**src/pkg/enclosure_link_pkg.sv**
```systemverilog
package enclosure_link_pkg;
	// Core clock rate
	localparam int CLK_MHZ = 125;

	// Link timing, in printed units
	localparam int T_SETTLE_NS  = 4000;
	localparam int T_RESENSE_NS = 7000;
	localparam int T_SETUP_NS   = 3000;
	localparam int T_PHASE_US   = 100;
	localparam int T_FIRST_MS   = 1;
	localparam int T_REARM_MS   = 20;
	localparam int T_ACK_MS     = 1000;

	// Least times round up, timeouts are exact multiples of the period
	localparam int T_SETTLE_CYC  = (T_SETTLE_NS * CLK_MHZ + 999) / 1000;
	localparam int T_RESENSE_CYC = (T_RESENSE_NS * CLK_MHZ + 999) / 1000;
	localparam int T_SETUP_CYC   = (T_SETUP_NS * CLK_MHZ + 999) / 1000;
	localparam int T_PHASE_DEF   = T_PHASE_US * CLK_MHZ;
	localparam int T_FIRST_DEF   = T_FIRST_MS * 1000 * CLK_MHZ;
	localparam int T_REARM_DEF   = T_REARM_MS * 1000 * CLK_MHZ;
	localparam int T_ACK_DEF     = T_ACK_MS * 1000 * CLK_MHZ;
	localparam int TMR_W         = 27;

	// Multiplexed slot line positions
	localparam int LINE_W  = 7;
	localparam int DATA_W  = 4;
	localparam int LN_ACK  = 4;
	localparam int LN_RD   = 5;
	localparam int LN_WR   = 6;

	// Command phase layout
	localparam int CMD_BYTES    = 4;
	localparam int CMD_SEND_BIT = 0;
	localparam int LEN_W        = 16;
	localparam int CNT_W        = 17;

	// Unmated-triggered request, values arbitrary
	localparam logic [7:0]       UNMATED_PAGE = 8'h01;
	localparam logic [LEN_W-1:0] UNMATED_LEN  = 16'h0008;

	typedef enum logic [2:0] {
		STAT_OK          = 3'h0,
		STAT_UNAVAILABLE = 3'h1,
		STAT_REFUSED     = 3'h2,
		STAT_TIMEOUT     = 3'h3,
		STAT_LEGACY_PAR  = 3'h4,
		STAT_LEGACY_NONE = 3'h5
	} status_t;
endpackage

```
**src/rtl/byte_buffer2.sv**
```systemverilog
`timescale 1ns/1ps
module byte_buffer2 #(
	parameter int WIDTH = 8
)(
	input  wire logic             core_clk_i,
	input  wire logic             rst_i,
	input  wire logic             in_valid_i,
	output logic                  in_ready_o,
	input  wire logic [WIDTH-1:0] in_data_i,
	output logic                  out_valid_o,
	input  wire logic             out_ready_i,
	output logic      [WIDTH-1:0] out_data_o
);
	logic [WIDTH-1:0] mem_q [2];
	logic             wp_q;
	logic             rp_q;
	logic [1:0]       cnt_q;
	logic             push;
	logic             pop;

	// Two entries so one word can wait while the next is being sampled
	assign in_ready_o  = (cnt_q != 2'h2);
	assign out_valid_o = (cnt_q != 2'h0);
	assign out_data_o  = mem_q[rp_q];
	assign push        = in_valid_i && in_ready_o;
	assign pop         = out_valid_o && out_ready_i;

	always_ff @(posedge core_clk_i) begin
		if (push) begin
			mem_q[wp_q] <= in_data_i;
		end
	end

	// Pointers and fill count
	always_ff @(posedge core_clk_i) begin
		if (rst_i) begin
			wp_q  <= 1'b0;
			rp_q  <= 1'b0;
			cnt_q <= 2'h0;
		end else begin
			wp_q  <= wp_q ^ push;
			rp_q  <= rp_q ^ pop;
			cnt_q <= cnt_q + {1'b0, push} - {1'b0, pop};
		end
	end
endmodule

```
**src/rtl/enclosure_nibble_link.sv**
```systemverilog
`timescale 1ns/1ps
// How it works
// RL1 - Start on a pass-through diagnostic request or when both mate senses read un-mated.
// RL2 - After asserting link request, wait 4 us before judging the lines.
// RL3 - Order is discovery, four command bytes, one data phase, then request negation.
// RL4 - After negating link request, wait 7 us before sampling slot ID.
// RL5 - Keep link request negated at least 20 ms before asserting again.
// RL6 - Enclosure treats request negation as abort of the whole transaction.
// RL7 - Enclosure drives acknowledge, frees strobe lines, complements ID within 1 us.
// RL8 - Uncomplemented ID means non-compliant; other unexpected value means legacy parallel status.
// RL9 - Unchanged ID after 4 us means legacy without parallel status, check condition.
// RL10 - Enclosure acknowledges only one requesting slot at a time.
// RL11 - No acknowledge within one second: services unavailable, negate request.
// RL12 - On acknowledge assert both strobes; no negation within 100 us means legacy.
// RL13 - Negate both strobes; strobes failing to negate report refused-transfer timeout.
// RL14 - Each handshake is timed against 100 us; expiry reports check condition.
// RL15 - First data strobe after command phase is timed against 1 ms.
// RL16 - Enclosure may drop an idle device after 100 ms until re-request.
// RL17 - Legacy mode starts no nibble transfers and reports sampled parallel status.
// RL18 - Legacy enclosure restores slot ID under 4 us after request negation.
// RL19 - On a legacy backplane the device behaves purely as a legacy device.
// RL20 - Write handshake: nibble, 3 us setup, strobe, acknowledge, strobe off, ack off.
// RL21 - After the last write before a read phase, release the data lines.
// RL22 - Bytes travel high nibble first, nibble MSB on data line 3.
// RL23 - The command phase carries exactly four bytes clocked by the write strobe.
// RL24 - Read handshake: strobe, acknowledge, wait 3 us, sample, strobe off, ack off.
// RL25 - Send bit 1 selects write strobe data phase, 0 selects read strobe.
// RL26 - Data block bytes move in ascending index order.
module enclosure_nibble_link
	import enclosure_link_pkg::*;
#(
	parameter logic [TMR_W-1:0] T_PHASE_CYC = TMR_W'(T_PHASE_DEF),
	parameter logic [TMR_W-1:0] T_FIRST_CYC = TMR_W'(T_FIRST_DEF),
	parameter logic [TMR_W-1:0] T_REARM_CYC = TMR_W'(T_REARM_DEF),
	parameter logic [TMR_W-1:0] T_ACK_CYC   = TMR_W'(T_ACK_DEF)
)(
	input  wire logic                                core_clk_i,
	input  wire logic                                rst_i,
	input  wire logic                                cmd_valid_i,
	output logic                                     cmd_ready_o,
	input  wire logic [7:0]                          cmd_page_i,
	input  wire logic                                cmd_send_i,
	input  wire logic [enclosure_link_pkg::LEN_W-1:0] cmd_len_i,
	input  wire logic [1:0]                          mate_open_i,
	input  wire logic                                wr_valid_i,
	output logic                                     wr_ready_o,
	input  wire logic [7:0]                          wr_data_i,
	output logic                                     rd_valid_o,
	input  wire logic                                rd_ready_i,
	output logic      [7:0]                          rd_data_o,
	output logic                                     link_request_n_o,
	input  wire logic [enclosure_link_pkg::LINE_W-1:0] slot_line_i,
	output logic      [enclosure_link_pkg::LINE_W-1:0] slot_line_o,
	output logic      [enclosure_link_pkg::LINE_W-1:0] slot_line_oe_o,
	output logic                                     done_o,
	output enclosure_link_pkg::status_t              status_o,
	output logic      [enclosure_link_pkg::LINE_W-1:0] legacy_status_o,
	output logic                                     legacy_mode_o,
	output logic      [enclosure_link_pkg::LINE_W-1:0] slot_id_o,
	output logic                                     busy_o
);
	import enclosure_link_pkg::*;

	typedef enum logic [3:0] {
		S_IDLE   = 4'h0,
		S_SETTLE = 4'h1,
		S_ACK    = 4'h2,
		S_BOTH   = 4'h3,
		S_DREL   = 4'h4,
		S_LOAD   = 4'h5,
		S_WSET   = 4'h6,
		S_WSTB   = 4'h7,
		S_WREL   = 4'h8,
		S_RSTB   = 4'h9,
		S_RHOLD  = 4'hA,
		S_RREL   = 4'hB,
		S_END    = 4'hC,
		S_REARM  = 4'hD
	} state_t;

	state_t            state_q, state_d;
	status_t           stat_d;
	logic              fin_d;
	logic [LINE_W-1:0] line_s;
	logic [1:0]        mate_s;
	logic              unmated_q;
	logic              start_un;
	logic [TMR_W-1:0]  tmr_q;
	logic [TMR_W-1:0]  lim;
	logic [LINE_W-1:0] snap_q;
	logic              send_q;
	logic [LEN_W-1:0]  len_q;
	logic [7:0]        page_q;
	logic [CNT_W-1:0]  cnt_q;
	logic [CNT_W-1:0]  total;
	logic              nib_hi_q;
	logic [7:0]        byte_q;
	logic              drive_q;
	logic              legacy_q;
	logic [7:0]        cmd_b [CMD_BYTES];
	logic [3:0]        nib_out;
	logic              wr_on;
	logic              rd_on;
	logic              ack_low;
	logic              in_data;
	logic              buf_ready;
	logic              buf_push;
	logic              hs_done;

	line_sync #(.WIDTH(LINE_W)) u_line_sync (
		.core_clk_i (core_clk_i),
		.rst_i      (rst_i),
		.async_i    (slot_line_i),
		.sync_o     (line_s)
	);

	line_sync #(.WIDTH(2)) u_mate_sync (
		.core_clk_i (core_clk_i),
		.rst_i      (rst_i),
		.async_i    (mate_open_i),
		.sync_o     (mate_s)
	);

	// Command bytes; length is zero for an inbound transfer
	assign cmd_b[0] = page_q;
	assign cmd_b[1] = {7'h00, send_q};
	assign cmd_b[2] = send_q ? len_q[15:8] : 8'h00;
	assign cmd_b[3] = send_q ? len_q[7:0] : 8'h00;

	assign ack_low  = !line_s[LN_ACK];
	assign in_data  = (cnt_q >= CNT_W'(CMD_BYTES));
	assign total    = CNT_W'(CMD_BYTES) + {1'b0, len_q};
	assign start_un = (&mate_s) && !unmated_q;
	// First data strobe gets the long limit, all others the phase limit
	assign lim      = (cnt_q == CNT_W'(CMD_BYTES) && nib_hi_q) ? T_FIRST_CYC : T_PHASE_CYC; // [RL15]
	assign hs_done  = (tmr_q >= TMR_W'(T_SETUP_CYC - 1));

	// Next state; every failure path ends by negating the request
	always_comb begin
		state_d = state_q;
		stat_d  = STAT_OK;
		fin_d   = 1'b0;
		case (state_q)
			S_IDLE: begin
				if ((cmd_valid_i || start_un)) begin // [RL1]
					state_d = S_SETTLE;
				end
			end
			S_SETTLE: begin
				if (tmr_q >= TMR_W'(T_SETTLE_CYC - 1)) begin // [RL2]
					fin_d = 1'b1;
					state_d = S_END;
					if (legacy_q) begin
						stat_d = STAT_LEGACY_PAR; // [RL17] [RL19]
					end else if (line_s == snap_q) begin
						stat_d = STAT_LEGACY_NONE; // [RL9]
					end else if (line_s[3:0] == ~snap_q[3:0] && line_s[LN_WR] && line_s[LN_RD]) begin
						fin_d = 1'b0;
						state_d = S_ACK;
					end else begin
						stat_d = STAT_LEGACY_PAR; // [RL8]
					end
				end
			end
			S_ACK: begin
				if (ack_low) begin
					state_d = S_BOTH;
				end else if (tmr_q >= T_ACK_CYC - 1'b1) begin // [RL11]
					fin_d = 1'b1;
					stat_d = STAT_UNAVAILABLE;
					state_d = S_END;
				end
			end
			S_BOTH: begin
				if (!ack_low) begin
					state_d = S_DREL;
				end else if (tmr_q >= T_PHASE_CYC - 1'b1) begin // [RL12]
					fin_d = 1'b1;
					stat_d = STAT_LEGACY_PAR;
					state_d = S_END;
				end
			end
			S_DREL: begin
				if (line_s[LN_WR] && line_s[LN_RD]) begin
					state_d = S_LOAD;
				end else if (tmr_q >= T_PHASE_CYC - 1'b1) begin // [RL13]
					fin_d = 1'b1;
					stat_d = STAT_REFUSED;
					state_d = S_END;
				end
			end
			S_LOAD: begin
				if (!in_data) begin
					state_d = S_WSET; // [RL23]
				end else if (cnt_q == total) begin // [RL3]
					fin_d = 1'b1;
					state_d = S_END;
				end else if (send_q) begin
					if (wr_valid_i) begin
						state_d = S_WSET; // [RL25]
					end
				end else if (buf_ready) begin
					state_d = S_RSTB; // [RL25]
				end
			end
			S_WSET: begin
				if (hs_done) begin
					state_d = S_WSTB; // [RL20]
				end
			end
			S_WSTB, S_RSTB: begin
				if (ack_low) begin
					state_d = (state_q == S_WSTB) ? S_WREL : S_RHOLD;
				end else if (tmr_q >= lim - 1'b1) begin // [RL14] [RL15]
					fin_d = 1'b1;
					stat_d = STAT_TIMEOUT;
					state_d = S_END;
				end
			end
			S_RHOLD: begin
				if (hs_done) begin
					state_d = S_RREL; // [RL24]
				end
			end
			S_WREL, S_RREL: begin
				if (!ack_low) begin
					if (nib_hi_q) begin
						state_d = (state_q == S_WREL) ? S_WSET : S_RSTB;
					end else begin
						state_d = S_LOAD;
					end
				end else if (tmr_q >= T_PHASE_CYC - 1'b1) begin // [RL14]
					fin_d = 1'b1;
					stat_d = STAT_TIMEOUT;
					state_d = S_END;
				end
			end
			S_END: begin
				if (tmr_q >= TMR_W'(T_RESENSE_CYC - 1)) begin // [RL4]
					state_d = S_REARM;
				end
			end
			S_REARM: begin
				if (tmr_q >= T_REARM_CYC - 1'b1) begin // [RL5]
					state_d = S_IDLE;
				end
			end
			default: begin
				state_d = S_IDLE;
			end
		endcase
	end

	// State and phase timer; the timer runs on from END into REARM
	always_ff @(posedge core_clk_i) begin
		if (rst_i) begin
			state_q <= S_IDLE;
			tmr_q   <= '0;
		end else begin
			state_q <= state_d;
			if (state_d != state_q && state_d != S_REARM) begin
				tmr_q <= '0;
			end else if (tmr_q != {TMR_W{1'b1}}) begin
				tmr_q <= tmr_q + 1'b1;
			end
		end
	end

	// Request capture; unmated start uses a fixed inbound request
	always_ff @(posedge core_clk_i) begin
		if (rst_i) begin
			unmated_q <= 1'b1; // Syncs reset high; avoids a false unmated start
			snap_q    <= '0;
			send_q    <= 1'b0;
			len_q     <= '0;
			page_q    <= 8'h00;
		end else begin
			unmated_q <= &mate_s;
			if (state_q == S_IDLE) begin
				snap_q <= line_s;
				if (cmd_valid_i) begin
					send_q <= cmd_send_i;
					len_q  <= cmd_len_i;
					page_q <= cmd_page_i;
				end else if (start_un) begin
					send_q <= 1'b0;
					len_q  <= UNMATED_LEN;
					page_q <= UNMATED_PAGE;
				end
			end
		end
	end

	// Byte and nibble sequencing
	always_ff @(posedge core_clk_i) begin
		if (rst_i) begin
			cnt_q    <= '0;
			nib_hi_q <= 1'b1;
			byte_q   <= 8'h00;
			drive_q  <= 1'b0;
		end else begin
			if (state_q == S_IDLE) begin
				cnt_q    <= '0;
				nib_hi_q <= 1'b1;
			end
			if (state_q == S_LOAD && state_d == S_WSET) begin
				byte_q  <= in_data ? wr_data_i : cmd_b[cnt_q[1:0]];
				drive_q <= 1'b1;
			end
			if (state_q == S_RHOLD && hs_done && nib_hi_q) begin
				byte_q[7:4] <= line_s[3:0]; // [RL22]
			end
			if (state_q == S_WSTB && ack_low && !nib_hi_q &&
			    cnt_q == CNT_W'(CMD_BYTES - 1) && !send_q) begin
				drive_q <= 1'b0; // [RL21]
			end
			if (state_d == S_END) begin
				drive_q <= 1'b0;
			end
			if ((state_q == S_WREL || state_q == S_RREL) && !ack_low) begin
				nib_hi_q <= !nib_hi_q;
				if (!nib_hi_q) begin
					cnt_q <= cnt_q + 1'b1; // [RL26]
				end
			end
		end
	end

	// Result reporting and sticky legacy mode
	always_ff @(posedge core_clk_i) begin
		if (rst_i) begin
			done_o          <= 1'b0;
			status_o        <= STAT_OK;
			legacy_status_o <= '0;
			legacy_q        <= 1'b0;
			slot_id_o       <= '0;
		end else begin
			done_o <= fin_d;
			if (fin_d) begin
				status_o <= stat_d;
				if (stat_d == STAT_LEGACY_PAR) begin
					legacy_status_o <= line_s; // [RL17]
				end
				if (stat_d == STAT_LEGACY_PAR || stat_d == STAT_LEGACY_NONE) begin
					legacy_q <= 1'b1; // [RL19]
				end
			end
			if (state_q == S_END && state_d == S_REARM) begin
				slot_id_o <= line_s; // [RL4]
			end
		end
	end

	// Inbound bytes wait here so a stalled reader loses nothing
	assign buf_push = (state_q == S_RHOLD) && hs_done && !nib_hi_q;
	byte_buffer2 #(.WIDTH(8)) u_rd_buf (
		.core_clk_i  (core_clk_i),
		.rst_i       (rst_i),
		.in_valid_i  (buf_push),
		.in_ready_o  (buf_ready),
		.in_data_i   ({byte_q[7:4], line_s[3:0]}),
		.out_valid_o (rd_valid_o),
		.out_ready_i (rd_ready_i),
		.out_data_o  (rd_data_o)
	);

	// Open-drain pins: only ever pull low, a released line floats high
	assign nib_out = nib_hi_q ? byte_q[7:4] : byte_q[3:0]; // [RL22]
	assign wr_on   = (state_q == S_BOTH) || (state_q == S_WSTB); // [RL12] [RL20]
	assign rd_on   = (state_q == S_BOTH) || (state_q == S_RSTB) || (state_q == S_RHOLD);
	assign slot_line_o              = '0;
	assign slot_line_oe_o[3:0]      = drive_q ? ~nib_out : 4'h0;
	assign slot_line_oe_o[LN_ACK]   = 1'b0;
	assign slot_line_oe_o[LN_RD]    = rd_on;
	assign slot_line_oe_o[LN_WR]    = wr_on;
	assign link_request_n_o = (state_q == S_IDLE) || (state_q == S_END) || (state_q == S_REARM);
	assign cmd_ready_o      = (state_q == S_IDLE);
	assign wr_ready_o       = (state_q == S_LOAD) && in_data && send_q && (cnt_q != total);
	assign legacy_mode_o    = legacy_q;
	assign busy_o           = !cmd_ready_o;

	// Helper counters seen only by the checks below
	logic [TMR_W-1:0] hi_cnt;
	logic [TMR_W-1:0] lo_cnt;
	logic [TMR_W-1:0] dat_cnt;
	logic [TMR_W-1:0] ack_cnt;
	logic [3:0]       oe_last;
	always_ff @(posedge core_clk_i) begin
		if (rst_i) begin
			hi_cnt  <= {TMR_W{1'b1}};
			lo_cnt  <= '0;
			dat_cnt <= '0;
			ack_cnt <= '0;
			oe_last <= 4'h0;
		end else begin
			oe_last <= slot_line_oe_o[3:0];
			hi_cnt  <= !link_request_n_o ? '0 : (&hi_cnt ? hi_cnt : hi_cnt + 1'b1);
			lo_cnt  <= link_request_n_o ? '0 : (&lo_cnt ? lo_cnt : lo_cnt + 1'b1);
			dat_cnt <= (slot_line_oe_o[3:0] != oe_last) ? '0 : (&dat_cnt ? dat_cnt : dat_cnt + 1'b1);
			ack_cnt <= !ack_low ? '0 : (&ack_cnt ? ack_cnt : ack_cnt + 1'b1);
		end
	end

	a_req_settle: assert property (@(posedge core_clk_i) disable iff (rst_i) // [RL2]
		(state_q == S_SETTLE && state_d == S_ACK) |-> lo_cnt >= TMR_W'(T_SETTLE_CYC - 1))
		else $error("lines judged too soon after request");
	a_resense_wait: assert property (@(posedge core_clk_i) disable iff (rst_i) // [RL4]
		(state_q == S_END && state_d == S_REARM) |=> $past(hi_cnt) >= TMR_W'(T_RESENSE_CYC - 1))
		else $error("slot id sampled too soon");
	a_rearm_gap: assert property (@(posedge core_clk_i) disable iff (rst_i) // [RL5]
		$fell(link_request_n_o) |-> $past(hi_cnt) >= T_REARM_CYC - 1'b1)
		else $error("link request reasserted too soon");
	a_wr_setup: assert property (@(posedge core_clk_i) disable iff (rst_i) // [RL20]
		($rose(wr_on) && !rd_on) |-> dat_cnt >= TMR_W'(T_SETUP_CYC - 1))
		else $error("write strobe before data setup");
	a_rd_sample: assert property (@(posedge core_clk_i) disable iff (rst_i) // [RL24]
		buf_push |-> (ack_cnt >= TMR_W'(T_SETUP_CYC - 1)) ##1 !rd_on)
		else $error("read sample before hold time");
	a_both_strobes: assert property (@(posedge core_clk_i) disable iff (rst_i) // [RL12]
		(state_q == S_ACK && ack_low) |=> (wr_on && rd_on))
		else $error("strobes not raised together on acknowledge");
	a_release_read: assert property (@(posedge core_clk_i) disable iff (rst_i) // [RL21]
		rd_on |-> slot_line_oe_o[3:0] == 4'h0)
		else $error("data lines driven during read");
	a_legacy_quiet: assert property (@(posedge core_clk_i) disable iff (rst_i) // [RL17]
		$past(legacy_q) |-> !wr_on && !rd_on)
		else $error("strobe driven in legacy mode");
	a_ack_timeout: assert property (@(posedge core_clk_i) disable iff (rst_i) // [RL11]
		(state_q == S_ACK && !ack_low && tmr_q >= T_ACK_CYC - 1'b1) |=> link_request_n_o && done_o)
		else $error("request held after acknowledge timeout");
	a_fail_release: assert property (@(posedge core_clk_i) disable iff (rst_i) // [RL13]
		(fin_d && stat_d == STAT_REFUSED) |=> link_request_n_o && !wr_on && !rd_on)
		else $error("refused transfer left request asserted");
endmodule

```
**src/rtl/line_sync.sv**
```systemverilog
`timescale 1ns/1ps
module line_sync #(
	parameter int WIDTH = 1
)(
	input  wire logic             core_clk_i,
	input  wire logic             rst_i,
	input  wire logic [WIDTH-1:0] async_i,
	output logic      [WIDTH-1:0] sync_o
);
	// Two flops per bit; the first is read only by the second
	for (genvar i = 0; i < WIDTH; i++) begin : g_bit
		logic meta_q;
		logic sync_q;
		always_ff @(posedge core_clk_i) begin
			if (rst_i) begin
				meta_q <= 1'b1;
				sync_q <= 1'b1;
			end else begin
				meta_q <= async_i[i];
				sync_q <= meta_q;
			end
		end
		assign sync_o[i] = sync_q;
	end
endmodule

```
**config.mk**
```make
export PLATFORM = sky130hd
export DESIGN_NAME = enclosure_nibble_link
export DESIGN_NICKNAME = d
export VERILOG_FILES = /design/src/pkg/enclosure_link_pkg.sv /design/src/rtl/byte_buffer2.sv /design/src/rtl/enclosure_nibble_link.sv /design/src/rtl/line_sync.sv
export SDC_FILE = /design/constraint.sdc
export NUM_CORES = 1
export LEC_CHECK = 0
export BUFFER_PORTS_ARGS = -buffer_cell sky130_fd_sc_hd__buf_2
export CAP_MARGIN = 15
export CORE_UTILIZATION = 35
export CTS_CLUSTER_SIZE = 16
export DETAILED_ROUTE_END_ITERATION = 8
export GPL_ROUTABILITY_DRIVEN = 0
export GPL_TIMING_DRIVEN = 0
export HOLD_SLACK_MARGIN = 0.08
export PLACE_DENSITY = 0.64
export SYNTH_ARGS = -nofsm -noshare
export SYNTH_HDL_FRONTEND = slang
export SYNTH_SLANG_ARGS = --single-unit
export TNS_END_PERCENT = 100
```
**constraint.sdc**
```tcl
create_clock -name core_clk_i -period 5.4 [get_ports core_clk_i]
set_clock_uncertainty 0.1 [all_clocks]
set_input_delay 1.08 -clock core_clk_i [delete_from_list [all_inputs] [get_ports core_clk_i]]
set_output_delay 1.08 -clock core_clk_i [all_outputs]
set_load 0.01 [all_outputs]
```
==> impl_metrics.ini <==
[sta]
fin_crit_sh_pct = 93.1
fmax_mhz = 199
fin_crit_ns = 5.03
worst_pin_slew_ns = 0.873
setup_viol = 0
drv_slew = 0
fin_setup_tns_ns = 0
hold_viol_final = 0
rsz0062_at_grt = no
relSlewSlack_pct = 41.4

[route]
vias = 7964
routed_via_density = 5.53
drtIter0Drc = 901
drc_errors = 0
detail_route.wl_per_cell_um = 17.5
ant_nets = 0
wl_um = 25200
dr.pass1.iters = 8

[yosys]
syn_inst = 998
async_flop_share_pct = 0
postSynthAreaPerCell_sq_um = 8.46
mappedNetlistArea_sq_um = 8450
ys_seq_area_share_pct = 37.0
ys.flop_type = dfxtp_1
synth_cell_types = 78
ys_warn_count = 0
synth_edf_count = 16
ys_seq_elements = 148

[floorplanning]
core_area_sq_um = 23500
rows = 56
fp.dieW_um = 157
io_pins = 93
die_y_um = 157
dieArea_sq_um = 24800
start_util_pct = 35.9

[layout]
final_area_sq_um = 9930
final_cell_mix = dfxtp_1 (132), nor2_1 (116), buf_2 (89)
nFillCells = 2386
drive_above_1_share_pct = 18.3
area_growth_pct = 17.6
final_common_cell = dfxtp_1
multi_input_area_sq_um = 4890
regArea_sq_um = 3120
final_cells = 1440
nNetsFinal = 1172
diodes = 0
fin_util_pct = 42.2

[setup_path]
cp_max_fo = 10
end_kind = flop
required_ns = 5.65
cp-start-kind = flop
rr_worst_depth = 17
crit_arrival_ns = 5.28
crit_type = reg -> reg
reg2reg_slack_ns = 0.37

[grt]
track_usage_pct = 20.5
grt_pass1_vias = 7323
grt_pass1_wl_um = 39300
grt_start_max_net_pins = 17
grt-ovfl-total = 0
antenna_found_initial = 0

[status]
status = finished, final reports clean

[clock_network]
clkLatencyLatePin_ns = 0.43
clockBufferDepth = 2
cts_buffers = 17
ctsResizeCount = 0
clkSinkCount = 148
cts_max_level = 4
tritoncts = yes
post-cts-setup-buffer-count = 0
clkSlewWorstSetupHoldPaths_ns = 0.06
clock-root-buffer = clkbuf_16
cts_hold_buf = 0

[power]
internal-power_mw = 2.39
power.switching_mw = 1.36
peakVddDrop_mv = 0.224
clockPowerShare_pct = 34.4
switching_share_pct = 36.3
power.density_nw_per_um2 = 378
leakagePower_nw = 3.81
p_comb_share_pct = 31.3
finalPower_mw = 3.75
pwr-share-seq_pct = 34.3

[job]
maxCapViolations = 0

[hold_path]
hp-class = reg -> reg
worstHoldPathCells = 1

[place]
dp_hpwl_um = 18300
numPortBuffers = 83
dpl-instance-area_sq_um = 9290
placed_cells = 1408
## power by group through the flow
stage	Clock [mW]	Sequential [mW]	Combinational, mW
after detailed placement	0	1.31	1.15
after global placement	0	1.30	1.14
final	1.29	1.29	1.17
after global routing	1.35	1.30	1.28
after floorplan	0	1.28	0.839
after CTS	1.31	1.28	1.16
## worst max-delay path: stages (launching register included)
cell and delay, ns:
dfxtp_1 0.30, clkbuf_1 0.17, nor4_1 0.37, nand4_1 0.23, or2_2 0.45, inv_1 0.15
ha_1 0.26, nor3_1 0.13, a211oi_1 0.07, o41ai_1 0.71, and3_1 0.31, a21boi_0 0.14
nor4_2 0.46, o32ai_1 0.17, a211o_1 0.32, buf_6 0.19, o21ai_4 0.24, nor3b_2 0.19
## cell families after synthesis
family | count (synthesis) | share of synthesized area [%]
muxes | 35 | 4.28
and+or+nand+nor | 422 | 26.1
buffers and inverters | 106 | 5.50
DFF | 148 | 37.0
AOI/OAI and AO/OA | 216 | 19.1
other | 1 | 0.0444
adders and majority gates | 17 | 2.52
xor gates and xnor gates | 53 | 5.50
## state kept, by name, indices dropped and copies added (netlist names), 8 cells and up
register and flops:
byte_q 8, tmr_q 27, cnt_q 17, page_q 8, u_rd_buf.mem_q 16, len_q 16
## routing by layer
layer  global-route usage (%)  vias up  wire length (um)
met5                        0        -                 0
met4                     6.89        0               656
met3                     5.62       68              2090
met2                     29.9      316             10600
met1                     28.6     3762             11800
li1                         -     3818                 -
## final cells by class
type | instances | share of cell area, %
Multi-Input combinational cell | 751 | 49.2
Sequential cell | 148 | 31.4
Clock buffer | 20 | 4.70
Timing Repair Buffer | 84 | 4.23
Tap cell | 319 | 4.02
Buffer | 87 | 3.95
Clock inverter | 12 | 1.76
Inverter | 19 | 0.718
## synth_stat cells, types with 16 or more instances
cell type	n	share of area, %
a2111oi_2	19	3.4
a21oi_1	57	3.4
a22oi_1	24	2.1
clkbuf_1	62	2.8
dfxtp_1	132	31
edfxtp_1	16	5.7
ha_1	17	2.5
inv_1	19	0.84
mux2i_1	26	3.1
nand2_1	79	3.5
nand2b_1	17	1.3
nand3_1	35	2.1
nand4_1	24	1.8
nor2_1	116	5.2
nor3_1	29	1.7
o211ai_1	19	1.7
o21ai_0	27	1.6
or2_2	27	2.0
xnor2_1	27	2.8
xor2_1	26	2.7
## worst paths after layout
| kind | end | startpoint |
|---|---|---|
| setup / recovery | tmr_q[26] | cnt_q[14] |
| hold / removal | u_line_sync.g_bit[5].sync_q | u_line_sync.g_bit[5].meta_q |
| setup reg to reg | tmr_q[26] | cnt_q[14] |
| hold reg to reg | u_line_sync.g_bit[5].sync_q | u_line_sync.g_bit[5].meta_q |
## through the flow
| stage | worst slack (ns) | hold WS (ns) |
|---|---|---|
| 6_report | 0.373 | 0.309 |
| 4_1_cts | 0.454 | 0.308 |
| 2_1_floorplan | 1.57 | 0.289 |
| 5_1_grt | 0.0886 | 0.323 |
| 3_5_place_dp | 0.496 | 0.293 |
| 3_3_place_gp | 0.479 | 0.290 |
Power figures use the tool's default switching activity.
